==> src/design/cmr_defs.svh <==
// register offsets, field positions and reset values of the buffer block
// ==========================================================================
`ifndef CMR_DEFS_SVH
`define CMR_DEFS_SVH

// ==========================================================================
// register byte offsets
`define CMR_OFF_MASK0   8'h00
`define CMR_OFF_MASK1   8'h04
`define CMR_OFF_MASK2   8'h08
`define CMR_OFF_FULL_LO 8'h0c
`define CMR_OFF_FULL_HI 8'h10
`define CMR_OFF_OVF_LO  8'h14
`define CMR_OFF_OVF_HI  8'h18
`define CMR_OFF_MSEL    8'h1c
`define CMR_OFF_CTL0    8'h20
`define CMR_OFF_CTL3    8'h2c
`define CMR_OFF_IRQ_ST  8'h30
`define CMR_OFF_IRQ_MSK 8'h34
`define CMR_OFF_TX_STAT 8'h38

// ==========================================================================
// buffer control byte fields
`define CMR_B_DIR  7
`define CMR_B_ABT  6
`define CMR_B_LARB 5
`define CMR_B_ERR  4
`define CMR_B_REQ  3
`define CMR_B_RTR  2
`define CMR_B_PRI  0

// ==========================================================================
// interrupt status bits, encodings and reset values
`define CMR_IRQ_RXFULL  0
`define CMR_IRQ_RX_BUFFER_OVERFLOW_FLAG   1
`define CMR_IRQ_TXOK    2
`define CMR_IRQ_TXFAULT 3
`define CMR_MSEL_NONE   2'h3
`define CMR_RESP_OK     2'h0
`define CMR_RESP_SLVERR 2'h2
`define CMR_RST16       16'h0000
`define CMR_RST8        8'h00
`define CMR_RST4        4'h0

`endif

==> src/design/cmr_pkg.sv <==
// types shared by the buffer control block
package cmr_pkg;
	// transmit scheduler states, one-hot
	typedef enum logic [1:0] {
		CMR_IDLE = 2'b01,
		CMR_BUSY = 2'b10
	} cmr_state_t;
endpackage

==> src/design/cmr_top.sv <==
// acceptance masks, receive flags and transmit buffer control of the CAN block
`timescale 1ns/1ns
`include "cmr_defs.svh"

module cmr_top (
	input  wire logic        clk,
	input  wire logic        rst,
	input  wire logic [7:0]  s_axi_awaddr,
	input  wire logic        s_axi_awvalid,
	output logic             s_axi_awready,
	input  wire logic [31:0] s_axi_wdata,
	input  wire logic [3:0]  s_axi_wstrb,
	input  wire logic        s_axi_wvalid,
	output logic             s_axi_wready,
	output logic [1:0]       s_axi_bresp,
	output logic             s_axi_bvalid,
	input  wire logic        s_axi_bready,
	input  wire logic [7:0]  s_axi_araddr,
	input  wire logic        s_axi_arvalid,
	output logic             s_axi_arready,
	output logic [31:0]      s_axi_rdata,
	output logic [1:0]       s_axi_rresp,
	output logic             s_axi_rvalid,
	input  wire logic        s_axi_rready,
	input  wire logic        filt_req,
	input  wire logic [3:0]  filt_num,
	input  wire logic [15:0] filt_msg_id,
	input  wire logic [15:0] filt_code,
	output logic             filt_done,
	output logic             filt_hit,
	input  wire logic        rx_store_valid,
	input  wire logic [4:0]  rx_store_buf,
	input  wire logic        rtr_rx_valid,
	input  wire logic [2:0]  rtr_rx_buf,
	output logic             tx_start,
	output logic [2:0]       tx_buf,
	output logic             tx_abort,
	output logic [2:0]       tx_abort_buf,
	input  wire logic        tx_done_ok,
	input  wire logic        tx_lost_arb,
	input  wire logic        tx_bus_err,
	input  wire logic        tx_aborted,
	output logic             irq
);

	// ======================================================================
	// helpers
	// write-zero-to-clear on one 16-bit half, per byte lane
	function automatic logic [15:0] w0c(input logic [15:0] old,
		input logic hit, input logic [15:0] d, input logic [1:0] be);
		logic [15:0] keep;
		keep = {{8{~(hit & be[1])}}, {8{~(hit & be[0])}}} | d;
		return old & keep;
	endfunction

	// byte-enable merge of a 16-bit register
	function automatic logic [15:0] merge16(input logic [15:0] old,
		input logic [15:0] d, input logic [1:0] be);
		return {be[1] ? d[15:8] : old[15:8], be[0] ? d[7:0] : old[7:0]};
	endfunction

	// ======================================================================
	// state
	logic [15:0] mask_q [0:2];
	logic [31:0] msel_q;
	logic [31:0] full_q, ovf_q;
	logic [7:0]  dir_q, abt_q, larb_q, err_q, req_q, rtr_q;
	logic [1:0]  pri_q [0:7];
	logic [3:0]  irq_st_q, irq_msk_q;
	cmr_pkg::cmr_state_t st_q;
	logic [2:0]  cur_q;
	logic        aw_have_q, w_have_q;
	logic [7:0]  aw_addr_q;
	logic [31:0] w_data_q;
	logic [3:0]  w_strb_q;

	// ======================================================================
	// axi4-lite write side: address and data taken in either order
	wire wr_fire = aw_have_q & w_have_q & ~s_axi_bvalid;
	wire wr_ok   = aw_addr_q[1:0] == 2'b00 &&
	               aw_addr_q <= `CMR_OFF_TX_STAT;
	wire wr_ctl  = wr_fire && wr_ok && aw_addr_q >= `CMR_OFF_CTL0 &&
	               aw_addr_q <= `CMR_OFF_CTL3;
	assign s_axi_awready = ~aw_have_q;
	assign s_axi_wready  = ~w_have_q;

	always_ff @(posedge clk) begin
		if (rst) begin
			aw_have_q    <= 1'b0;
			w_have_q     <= 1'b0;
			aw_addr_q    <= `CMR_RST8;
			w_data_q     <= {`CMR_RST16, `CMR_RST16};
			w_strb_q     <= `CMR_RST4;
			s_axi_bvalid <= 1'b0;
			s_axi_bresp  <= `CMR_RESP_OK;
		end else begin
			if (s_axi_awvalid && s_axi_awready) begin
				aw_have_q <= 1'b1;
				aw_addr_q <= s_axi_awaddr;
			end
			if (s_axi_wvalid && s_axi_wready) begin
				w_have_q <= 1'b1;
				w_data_q <= s_axi_wdata;
				w_strb_q <= s_axi_wstrb;
			end
			if (wr_fire) begin
				aw_have_q    <= 1'b0;
				w_have_q     <= 1'b0;
				s_axi_bvalid <= 1'b1;
				s_axi_bresp  <= wr_ok ? `CMR_RESP_OK : `CMR_RESP_SLVERR;
			end else if (s_axi_bready) begin
				s_axi_bvalid <= 1'b0;
			end
		end
	end

	// named write strobes per register
	wire wr_hit_f = wr_fire & wr_ok;
	wire [15:0] wd = w_data_q[15:0];
	wire [1:0]  wb = w_strb_q[1:0];
	wire wr_full_lo = wr_hit_f && aw_addr_q == `CMR_OFF_FULL_LO;
	wire wr_full_hi = wr_hit_f && aw_addr_q == `CMR_OFF_FULL_HI;
	wire wr_ovf_lo  = wr_hit_f && aw_addr_q == `CMR_OFF_OVF_LO;
	wire wr_ovf_hi  = wr_hit_f && aw_addr_q == `CMR_OFF_OVF_HI;
	wire wr_msel    = wr_hit_f && aw_addr_q == `CMR_OFF_MSEL;
	wire wr_irq_st  = wr_hit_f && aw_addr_q == `CMR_OFF_IRQ_ST;
	wire wr_irq_msk = wr_hit_f && aw_addr_q == `CMR_OFF_IRQ_MSK;
	wire [1:0] ctl_pair = aw_addr_q[3:2];

	// per-buffer byte enables: even buffer low lane, odd high lane
	logic [7:0] bwe;
	logic [7:0] bdat [0:7];
	always_comb begin
		for (int i = 0; i < 8; i++) begin
			bwe[i]  = wr_ctl && ctl_pair == 2'(i / 2) && w_strb_q[i % 2];
			bdat[i] = w_data_q[8 * (i % 2) +: 8];
		end
	end

	// ======================================================================
	// extended identifier masks and mask source selectors
	always_ff @(posedge clk) begin
		if (rst) begin
			for (int m = 0; m < 3; m++) mask_q[m] <= `CMR_RST16;
			msel_q <= {`CMR_RST16, `CMR_RST16};
		end else begin
			for (int m = 0; m < 3; m++)
				if (wr_hit_f && aw_addr_q == `CMR_OFF_MASK0 + 8'(4 * m))
					mask_q[m] <= merge16(mask_q[m], wd, wb);
			if (wr_msel) begin
				msel_q[15:0]  <= merge16(msel_q[15:0], wd, wb);
				msel_q[31:16] <= merge16(msel_q[31:16],
				                         w_data_q[31:16], w_strb_q[3:2]);
			end
		end
	end

	// acceptance compare: a mask one bit takes part, a zero bit is ignored
	wire [1:0]  fsel   = msel_q[2 * filt_num +: 2];
	wire [15:0] fmask  = (fsel == `CMR_MSEL_NONE) ? 16'hffff :
	                     mask_q[fsel];
	wire        fmatch = ((filt_msg_id ^ filt_code) & fmask) == 16'h0000;

	// result registered so the data output comes from a flop
	always_ff @(posedge clk) begin
		if (rst) begin
			filt_done <= 1'b0;
			filt_hit  <= 1'b0;
		end else begin
			filt_done <= filt_req;
			if (filt_req) filt_hit <= fmatch;
		end
	end

	// ======================================================================
	// receive full and overflow flags; a set in the clear cycle wins
	wire [31:0] rx_set  = rx_store_valid ? (32'h1 << rx_store_buf) : 32'h0;
	wire [31:0] ovf_set = rx_set & full_q;
	always_ff @(posedge clk) begin
		if (rst) begin
			full_q <= {`CMR_RST16, `CMR_RST16};
			ovf_q  <= {`CMR_RST16, `CMR_RST16};
		end else begin
			full_q <= {w0c(full_q[31:16], wr_full_hi, wd, wb),
			           w0c(full_q[15:0], wr_full_lo, wd, wb)} | rx_set;
			ovf_q  <= {w0c(ovf_q[31:16], wr_ovf_hi, wd, wb),
			           w0c(ovf_q[15:0], wr_ovf_lo, wd, wb)} | ovf_set;
		end
	end

	// ======================================================================
	// transmit selection: highest priority, lowest index on a tie
	wire [7:0] pend = dir_q & req_q;
	logic       pick_any;
	logic [2:0] pick_buf;
	always_comb begin
		pick_any = 1'b0;
		pick_buf = 3'h0;
		for (int i = 7; i >= 0; i--)
			if (pend[i] && (!pick_any || pri_q[i] >= pri_q[pick_buf])) begin
				pick_any = 1'b1;
				pick_buf = 3'(i);
			end
	end

	wire busy     = st_q == cmr_pkg::CMR_BUSY;
	wire res_any  = busy & (tx_done_ok | tx_lost_arb | tx_bus_err | tx_aborted);

	// scheduler: one message on the bus at a time
	always_ff @(posedge clk) begin
		if (rst) begin
			st_q     <= cmr_pkg::CMR_IDLE;
			cur_q    <= 3'h0;
			tx_start <= 1'b0;
			tx_buf   <= 3'h0;
		end else begin
			tx_start <= 1'b0;
			case (st_q)
				cmr_pkg::CMR_IDLE: begin
					if (pick_any) begin
						st_q     <= cmr_pkg::CMR_BUSY;
						cur_q    <= pick_buf;
						tx_buf   <= pick_buf;
						tx_start <= 1'b1;
					end
				end
				cmr_pkg::CMR_BUSY: begin
					if (res_any) st_q <= cmr_pkg::CMR_IDLE;
				end
				default: st_q <= cmr_pkg::CMR_IDLE;
			endcase
		end
	end

	// ======================================================================
	// buffer control fields; software abort of an idle buffer flags at once,
	// an in-flight one waits for the engine to confirm the abort
	logic [7:0] sw_set, sw_abort, hw_ok, rtr_set;
	always_comb begin
		for (int i = 0; i < 8; i++) begin
			hw_ok[i]    = busy && tx_done_ok && cur_q == 3'(i);
			sw_set[i]   = bwe[i] && bdat[i][`CMR_B_REQ] && !req_q[i];
			sw_abort[i] = bwe[i] && !bdat[i][`CMR_B_REQ] && req_q[i] &&
			              !hw_ok[i];
			rtr_set[i]  = rtr_rx_valid && rtr_rx_buf == 3'(i) &&
			              rtr_q[i] && dir_q[i];
		end
	end
	wire in_flight_abort = |(sw_abort & (busy ? (8'h1 << cur_q) : 8'h0));

	always_ff @(posedge clk) begin
		if (rst) begin
			dir_q  <= `CMR_RST8;
			abt_q  <= `CMR_RST8;
			larb_q <= `CMR_RST8;
			err_q  <= `CMR_RST8;
			req_q  <= `CMR_RST8;
			rtr_q  <= `CMR_RST8;
			for (int i = 0; i < 8; i++) pri_q[i] <= 2'h0;
		end else begin
			for (int i = 0; i < 8; i++) begin
				if (busy && cur_q == 3'(i)) begin
					if (tx_done_ok) begin
						req_q[i] <= 1'b0;
						abt_q[i] <= 1'b0;
					end
					if (tx_aborted)  abt_q[i]  <= 1'b1;
					if (tx_lost_arb) larb_q[i] <= 1'b1;
					if (tx_bus_err)  err_q[i]  <= 1'b1;
				end
				if (bwe[i]) begin
					dir_q[i] <= bdat[i][`CMR_B_DIR];
					rtr_q[i] <= bdat[i][`CMR_B_RTR];
					pri_q[i] <= bdat[i][`CMR_B_PRI +: 2];
					req_q[i] <= bdat[i][`CMR_B_REQ];
				end
				if (sw_abort[i] && !(busy && cur_q == 3'(i)))
					abt_q[i] <= 1'b1;
				if (sw_set[i] || rtr_set[i]) begin
					req_q[i]  <= 1'b1;
					abt_q[i]  <= 1'b0;
					larb_q[i] <= 1'b0;
					err_q[i]  <= 1'b0;
				end
			end
		end
	end

	// abort request towards the protocol engine for the buffer on the bus
	always_ff @(posedge clk) begin
		if (rst) begin
			tx_abort     <= 1'b0;
			tx_abort_buf <= 3'h0;
		end else begin
			tx_abort <= in_flight_abort;
			if (in_flight_abort) tx_abort_buf <= cur_q;
		end
	end

	// ======================================================================
	// interrupt: sticky events, write one to clear, set beats clear
	wire [3:0] irq_ev = {res_any & ~tx_done_ok, busy & tx_done_ok,
	                     |ovf_set, rx_store_valid};
	always_ff @(posedge clk) begin
		if (rst) begin
			irq_st_q  <= `CMR_RST4;
			irq_msk_q <= `CMR_RST4;
		end else begin
			irq_st_q <= (irq_st_q & ~(wr_irq_st && wb[0] ? wd[3:0] : 4'h0))
			            | irq_ev;
			if (wr_irq_msk && wb[0]) irq_msk_q <= wd[3:0];
		end
	end
	assign irq = |(irq_st_q & irq_msk_q);

	// ======================================================================
	// read side: one read at a time, data registered
	logic [7:0] ctl_b [0:7];
	always_comb begin
		for (int i = 0; i < 8; i++)
			ctl_b[i] = {dir_q[i], abt_q[i], larb_q[i], err_q[i],
			            req_q[i], rtr_q[i], pri_q[i]};
	end

	wire [7:0] ra     = s_axi_araddr;
	wire [1:0] rpair  = ra[3:2];
	wire       rd_ok  = ra[1:0] == 2'b00 && ra <= `CMR_OFF_TX_STAT;
	logic [31:0] rd_val;
	always_comb begin
		rd_val = 32'h0;
		if (rd_ok && ra >= `CMR_OFF_CTL0 && ra <= `CMR_OFF_CTL3)
			rd_val = {16'h0, ctl_b[{rpair, 1'b1}], ctl_b[{rpair, 1'b0}]};
		else
			case (ra)
				`CMR_OFF_MASK0:   rd_val = {16'h0, mask_q[0]};
				`CMR_OFF_MASK1:   rd_val = {16'h0, mask_q[1]};
				`CMR_OFF_MASK2:   rd_val = {16'h0, mask_q[2]};
				`CMR_OFF_FULL_LO: rd_val = {16'h0, full_q[15:0]};
				`CMR_OFF_FULL_HI: rd_val = {16'h0, full_q[31:16]};
				`CMR_OFF_OVF_LO:  rd_val = {16'h0, ovf_q[15:0]};
				`CMR_OFF_OVF_HI:  rd_val = {16'h0, ovf_q[31:16]};
				`CMR_OFF_MSEL:    rd_val = msel_q;
				`CMR_OFF_IRQ_ST:  rd_val = {28'h0, irq_st_q};
				`CMR_OFF_IRQ_MSK: rd_val = {28'h0, irq_msk_q};
				`CMR_OFF_TX_STAT: rd_val = {27'h0, cur_q, 1'b0, busy};
				default:          rd_val = 32'h0;
			endcase
	end

	assign s_axi_arready = ~s_axi_rvalid;
	always_ff @(posedge clk) begin
		if (rst) begin
			s_axi_rvalid <= 1'b0;
			s_axi_rdata  <= 32'h0;
			s_axi_rresp  <= `CMR_RESP_OK;
		end else if (s_axi_arvalid && s_axi_arready) begin
			s_axi_rvalid <= 1'b1;
			s_axi_rdata  <= rd_val;
			s_axi_rresp  <= rd_ok ? `CMR_RESP_OK : `CMR_RESP_SLVERR;
		end else if (s_axi_rready) begin
			s_axi_rvalid <= 1'b0;
		end
	end

	// ======================================================================
	// checks
	no_mask_a: assert property (@(posedge clk) disable iff (rst)
		filt_req && fsel == `CMR_MSEL_NONE && filt_msg_id != filt_code
		|=> filt_done && !filt_hit)
		else $error("no-mask filter matched a differing id");
	dont_care_a: assert property (@(posedge clk) disable iff (rst)
		filt_req && fsel != `CMR_MSEL_NONE && mask_q[fsel] == 16'h0
		|=> filt_hit)
		else $error("all-zero mask failed to accept");
	full_set_a: assert property (@(posedge clk) disable iff (rst)
		rx_store_valid |=> full_q[$past(rx_store_buf)])
		else $error("stored buffer not marked full");
	ovf_set_a: assert property (@(posedge clk) disable iff (rst)
		rx_store_valid && full_q[rx_store_buf]
		|=> ovf_q[$past(rx_store_buf)])
		else $error("store into full buffer missed overflow");
	full_keep_a: assert property (@(posedge clk) disable iff (rst)
		wr_full_lo && wd == 16'hffff
		|=> (($past(full_q[15:0]) & ~full_q[15:0]) == 16'h0))
		else $error("writing ones cleared a full flag");
	req_done_a: assert property (@(posedge clk) disable iff (rst)
		busy && tx_done_ok && !bwe[cur_q] && !rtr_set[cur_q]
		|=> !req_q[$past(cur_q)] && st_q == cmr_pkg::CMR_IDLE)
		else $error("send request not cleared after success");
	idle_abort_a: assert property (@(posedge clk) disable iff (rst)
		sw_abort[0] && !(busy && cur_q == 3'h0) |=> abt_q[0] && !req_q[0])
		else $error("software abort not flagged");
	remote_a: assert property (@(posedge clk) disable iff (rst)
		rtr_set[rtr_rx_buf] |=> req_q[$past(rtr_rx_buf)])
		else $error("remote frame did not queue reply");
	set_clr_a: assert property (@(posedge clk) disable iff (rst)
		sw_set[1] |=> req_q[1] && !abt_q[1] && !larb_q[1] && !err_q[1])
		else $error("request set left status flags");
	arb_lost_a: assert property (@(posedge clk) disable iff (rst)
		busy && tx_lost_arb |=> larb_q[$past(cur_q)] ##1 1'b1)
		else $error("arbitration loss not recorded");

endmodule // cmr_top

==> config.mk <==
export PLATFORM = sky130hd
export DESIGN_NAME = cmr_top
export DESIGN_NICKNAME = d
export VERILOG_FILES = /design/src/design/cmr_pkg.sv /design/src/design/cmr_top.sv
export VERILOG_INCLUDE_DIRS = /design/src /design/src/design
export SDC_FILE = /design/constraint.sdc
export NUM_CORES = 1
export LEC_CHECK = 0
export BUFFER_PORTS_ARGS = -buffer_cell sky130_fd_sc_hd__buf_2
export CORE_UTILIZATION = 52
export DETAILED_ROUTE_END_ITERATION = 10
export PLACE_DENSITY = 0.69
export SLEW_MARGIN = 20
export SYNTH_ARGS = -nofsm -noshare
export SYNTH_HDL_FRONTEND = slang
export SYNTH_SLANG_ARGS = --single-unit
==> constraint.sdc <==
create_clock -name clk -period 19.4 [get_ports clk]
set_input_delay 0 -clock clk [delete_from_list [all_inputs] [get_ports clk]]
set_output_delay 0 -clock clk [all_outputs]
set_load 0.05 [all_outputs]
==> results.json <==
{
  "r2r-start": "req_q[7]",
  "grt_overflow": 0,
  "hold_ws_ps": 19.4,
  "drv_slew": 0,
  "ys.flop_type": "dfxtp_1",
  "port_buffers": 159,
  "cts_sinks": 310,
  "layout_common_cells": "nand2_1, dfxtp_1, a21oi_1",
  "routed-via-count": 14900,
  "finalHoldViolCount": 0,
  "hold_path_class": "input pin to register",
  "cp_slowest_stage_delay_ps": 440,
  "clkTransAtPathRegs_ps": 60,
  "syn_area_um2": 15500,
  "synth_top_area_share_pct": 31.7,
  "p_comb_share_pct": 9.7,
  "rsz0062_at_grt": "false",
  "p_int_mw": 1.08,
  "grt_pass1_vias": 14200,
  "htreeDepth": 2,
  "drt-initial-drc-count": 1945,
  "hold_start": "filt_msg_id[0]",
  "final.setup_skew_ps": 17.9,
  "ys_types": 87,
  "gr-usage-all-layers_pct": 35.8,
  "die-area_um2": 30600,
  "path_class": "register to register",
  "status": "finished clean",
  "routed_wl_mm": 55.5,
  "max_freq_mhz": 88.3,
  "synth_area_per_cell_um2": 8.70,
  "final_common_cell": "nand2_1",
  "grt_start_max_net_pins": 91,
  "r2r_slack_ps": 8080,
  "drcViolationCount": 0,
  "syn_inst": 1786,
  "yosysSeqAreaShare_pct": 44.1,
  "p_sw_mw": 0.373,
  "tns_ps": 0,
  "power_density_nw_per_um2": 79.6,
  "stdcell_count": 2361,
  "fp-row-count": 62,
  "wl_per_cell_um": 23.5,
  "cp_top_family": "compound AO/OA/AOI/OAI gates",
  "dpl.cell_count": 2225,
  "worstPathArrival_ps": 11750,
  "worstHoldPathCells": 5,
  "reg2reg_depth": 53,
  "synth_edf_count": 64,
  "cap_violations": 0,
  "async_reset_ff_share_pct": 0,
  "worstPathBufferInverterCount": 0,
  "clockPowerShare_pct": 42.8,
  "setup_viol": 0,
  "place_area_um2": 16400,
  "fin_area_um2": 18300,
  "ant_nets": 0,
  "endpoint_kind": "register",
  "dieWidth_um": 175,
  "vias_per_cell": 6.33,
  "antenna_found_initial": 0,
  "hpwl_mm": 38.9,
  "initial_utilization_pct": 53.5,
  "max_slew_margin_pct": 23.1,
  "nets": 2080,
  "power_mw": 1.46,
  "cp-start-kind": "register",
  "gp_congestion": 0.972,
  "worstPathRequired_ps": 19830,
  "yosysTopAreaCell": "dfxtp_1",
  "fin_util_pct": 63.0,
  "p_leak_nw": 6.74,
  "path_max_fanout": 12,
  "syn2layout_area_growth_pct": 17.7,
  "worstReg2RegEnd": "cur_q[2]",
  "clk_latency_ps": 520,
  "post-cts-setup-buffer-count": 0,
  "worst_slew_pin_slew_ps": 1140,
  "numCtsBuffers": 35,
  "cp_slowest_cell": "dfxtp_1",
  "clockBufferDepth": 3,
  "period_share_pct": 58.4,
  "core_um2": 29000,
  "preCtsSetupSlack_ps": 8190,
  "die_y_um": 175,
  "seqPwrFrac_pct": 47.6,
  "grt_pass1_wl_mm": 84.0,
  "ir_drop_mv": 0.0559,
  "synth_area_leaders": "dfxtp_1, edfxtp_1, nand2_1",
  "cts_tree": "yes",
  "io_pins": 162,
  "ys_ff_latch": 310,
  "ys_warn_count": 0,
  "first_pass_iters": 7,
  "cts-root-buf": "clkbuf_16",
  "p_sw_share_pct": 25.6,
  "fin_crit_ps": 11320,
  "hold_end": "filt_hit",
  "drive_gt1_share_pct": 15.4,
  "critPathMostFrequentCell": "a21oi_1",
  "fin_ws_ps": 8080
}
[registers in the layout, indices dropped and copies added, names as in the netlist, 8 cells and up]
name         count
msel_q          32
w_data_q        32
aw_addr_q        8
s_axi_rdata     32
larb_q           8
abt_q            8
err_q            8
rtr_q            8
dir_q            8
mask_q          48
full_q          32
pri_q           16
req_q            8
ovf_q           32
[power by group through the flow]
stage / logic (mW) / registers (mW) / clock network [mW]
5_1_grt: 0.150 / 0.693 / 0.653
6_report: 0.141 / 0.692 / 0.623
2_1_floorplan: 0.0759 / 0.704 / 0
3_3_place_gp: 0.124 / 0.705 / 0
4_1_cts: 0.138 / 0.691 / 0.623
3_5_place_dp: 0.125 / 0.705 / 0
[cells by family after synthesis]
group                      after synthesis  synth area share (%)
AOI/OAI and AO/OA                      498                  19.8
muxes                                  109                  9.40
and+or+nand+nor                        689                  20.6
xor gates and xnor gates                16                 0.902
other                                    1                0.0241
buffers and inverters                  149                  4.05
DFF                                    310                  44.1
adders and majority gates               14                  1.13
[layer usage]
| metal | vias up | GRT usage (%) | wire length, µm |
|---|---|---|---|
| li1 | 6841 | - | - |
| met1 | 7038 | 49.7 | 22900 |
| met2 | 913 | 53.8 | 23800 |
| met3 | 142 | 8.75 | 6610 |
| met4 | 0 | 13.5 | 2150 |
| met5 | - | 0 | 0 |
[area by class of cell]
class                           instances  area (µm²)
Timing Repair Buffer                  256        1730
Sequential cell                       310        6850
Multi-Input combinational cell       1328        8080
Fill cell                            2541       10700
Antenna cell                            1        2.50
Clock buffer                           49        1010
Clock inverter                          8        46.3
Inverter                               25        93.8
Tap cell                              384         480
[cells in the mapped netlist (4+ instances only)]
master,number
a211oi_1,35
a21oi_1,210
a221oi_1,14
a222oi_1,5
a22oi_1,22
a31oi_1,14
a32oi_1,4
and2_1,30
and3_1,5
buf_1,10
buf_2,14
buf_4,4
buf_6,5
clkbuf_1,91
dfxtp_1,246
edfxtp_1,64
ha_1,14
inv_1,25
mux2_2,18
mux2i_1,63
mux4_2,23
nand2_1,288
nand2b_1,14
nand3_1,90
nand4_1,35
nor2_1,129
nor2b_1,26
nor3_1,26
nor3b_1,5
nor4_1,11
o211ai_1,9
o21ai_0,103
o21ai_1,9
o21ai_2,5
o22ai_1,12
o311ai_0,5
xor2_1,13
[repair_timing]
action | 4_1_cts | 5_1_grt
endpoints found under the hold margin | 101 | 0
hold buffers | 78 | 0
gates resized for setup | 0 | 0
setup endpoints to repair | 0 | 0
[worst reg2reg max path: cells and delay by family (launching register included)]
family	cells	cell delay, ps
DFF	1	440
AOI/OAI and AO/OA	30	6120
adders and majority gates	7	1890
muxes	2	570
and+or+nand+nor	14	2210
[worst max path at each step]
stage	from	slack [ps]	end	depth (start not counted)
after floorplan	dir_q[7]	9750	cur_q[2]	55
after global placement	req_q[7]	8230	cur_q[2]	53
after detailed placement	req_q[7]	8190	cur_q[2]	53
after CTS	req_q[7]	8140	cur_q[2]	53
after global routing	req_q[7]	6980	cur_q[2]	53
final	req_q[7]	8080	cur_q[2]	53
Power figures use the tool's default switching activity.
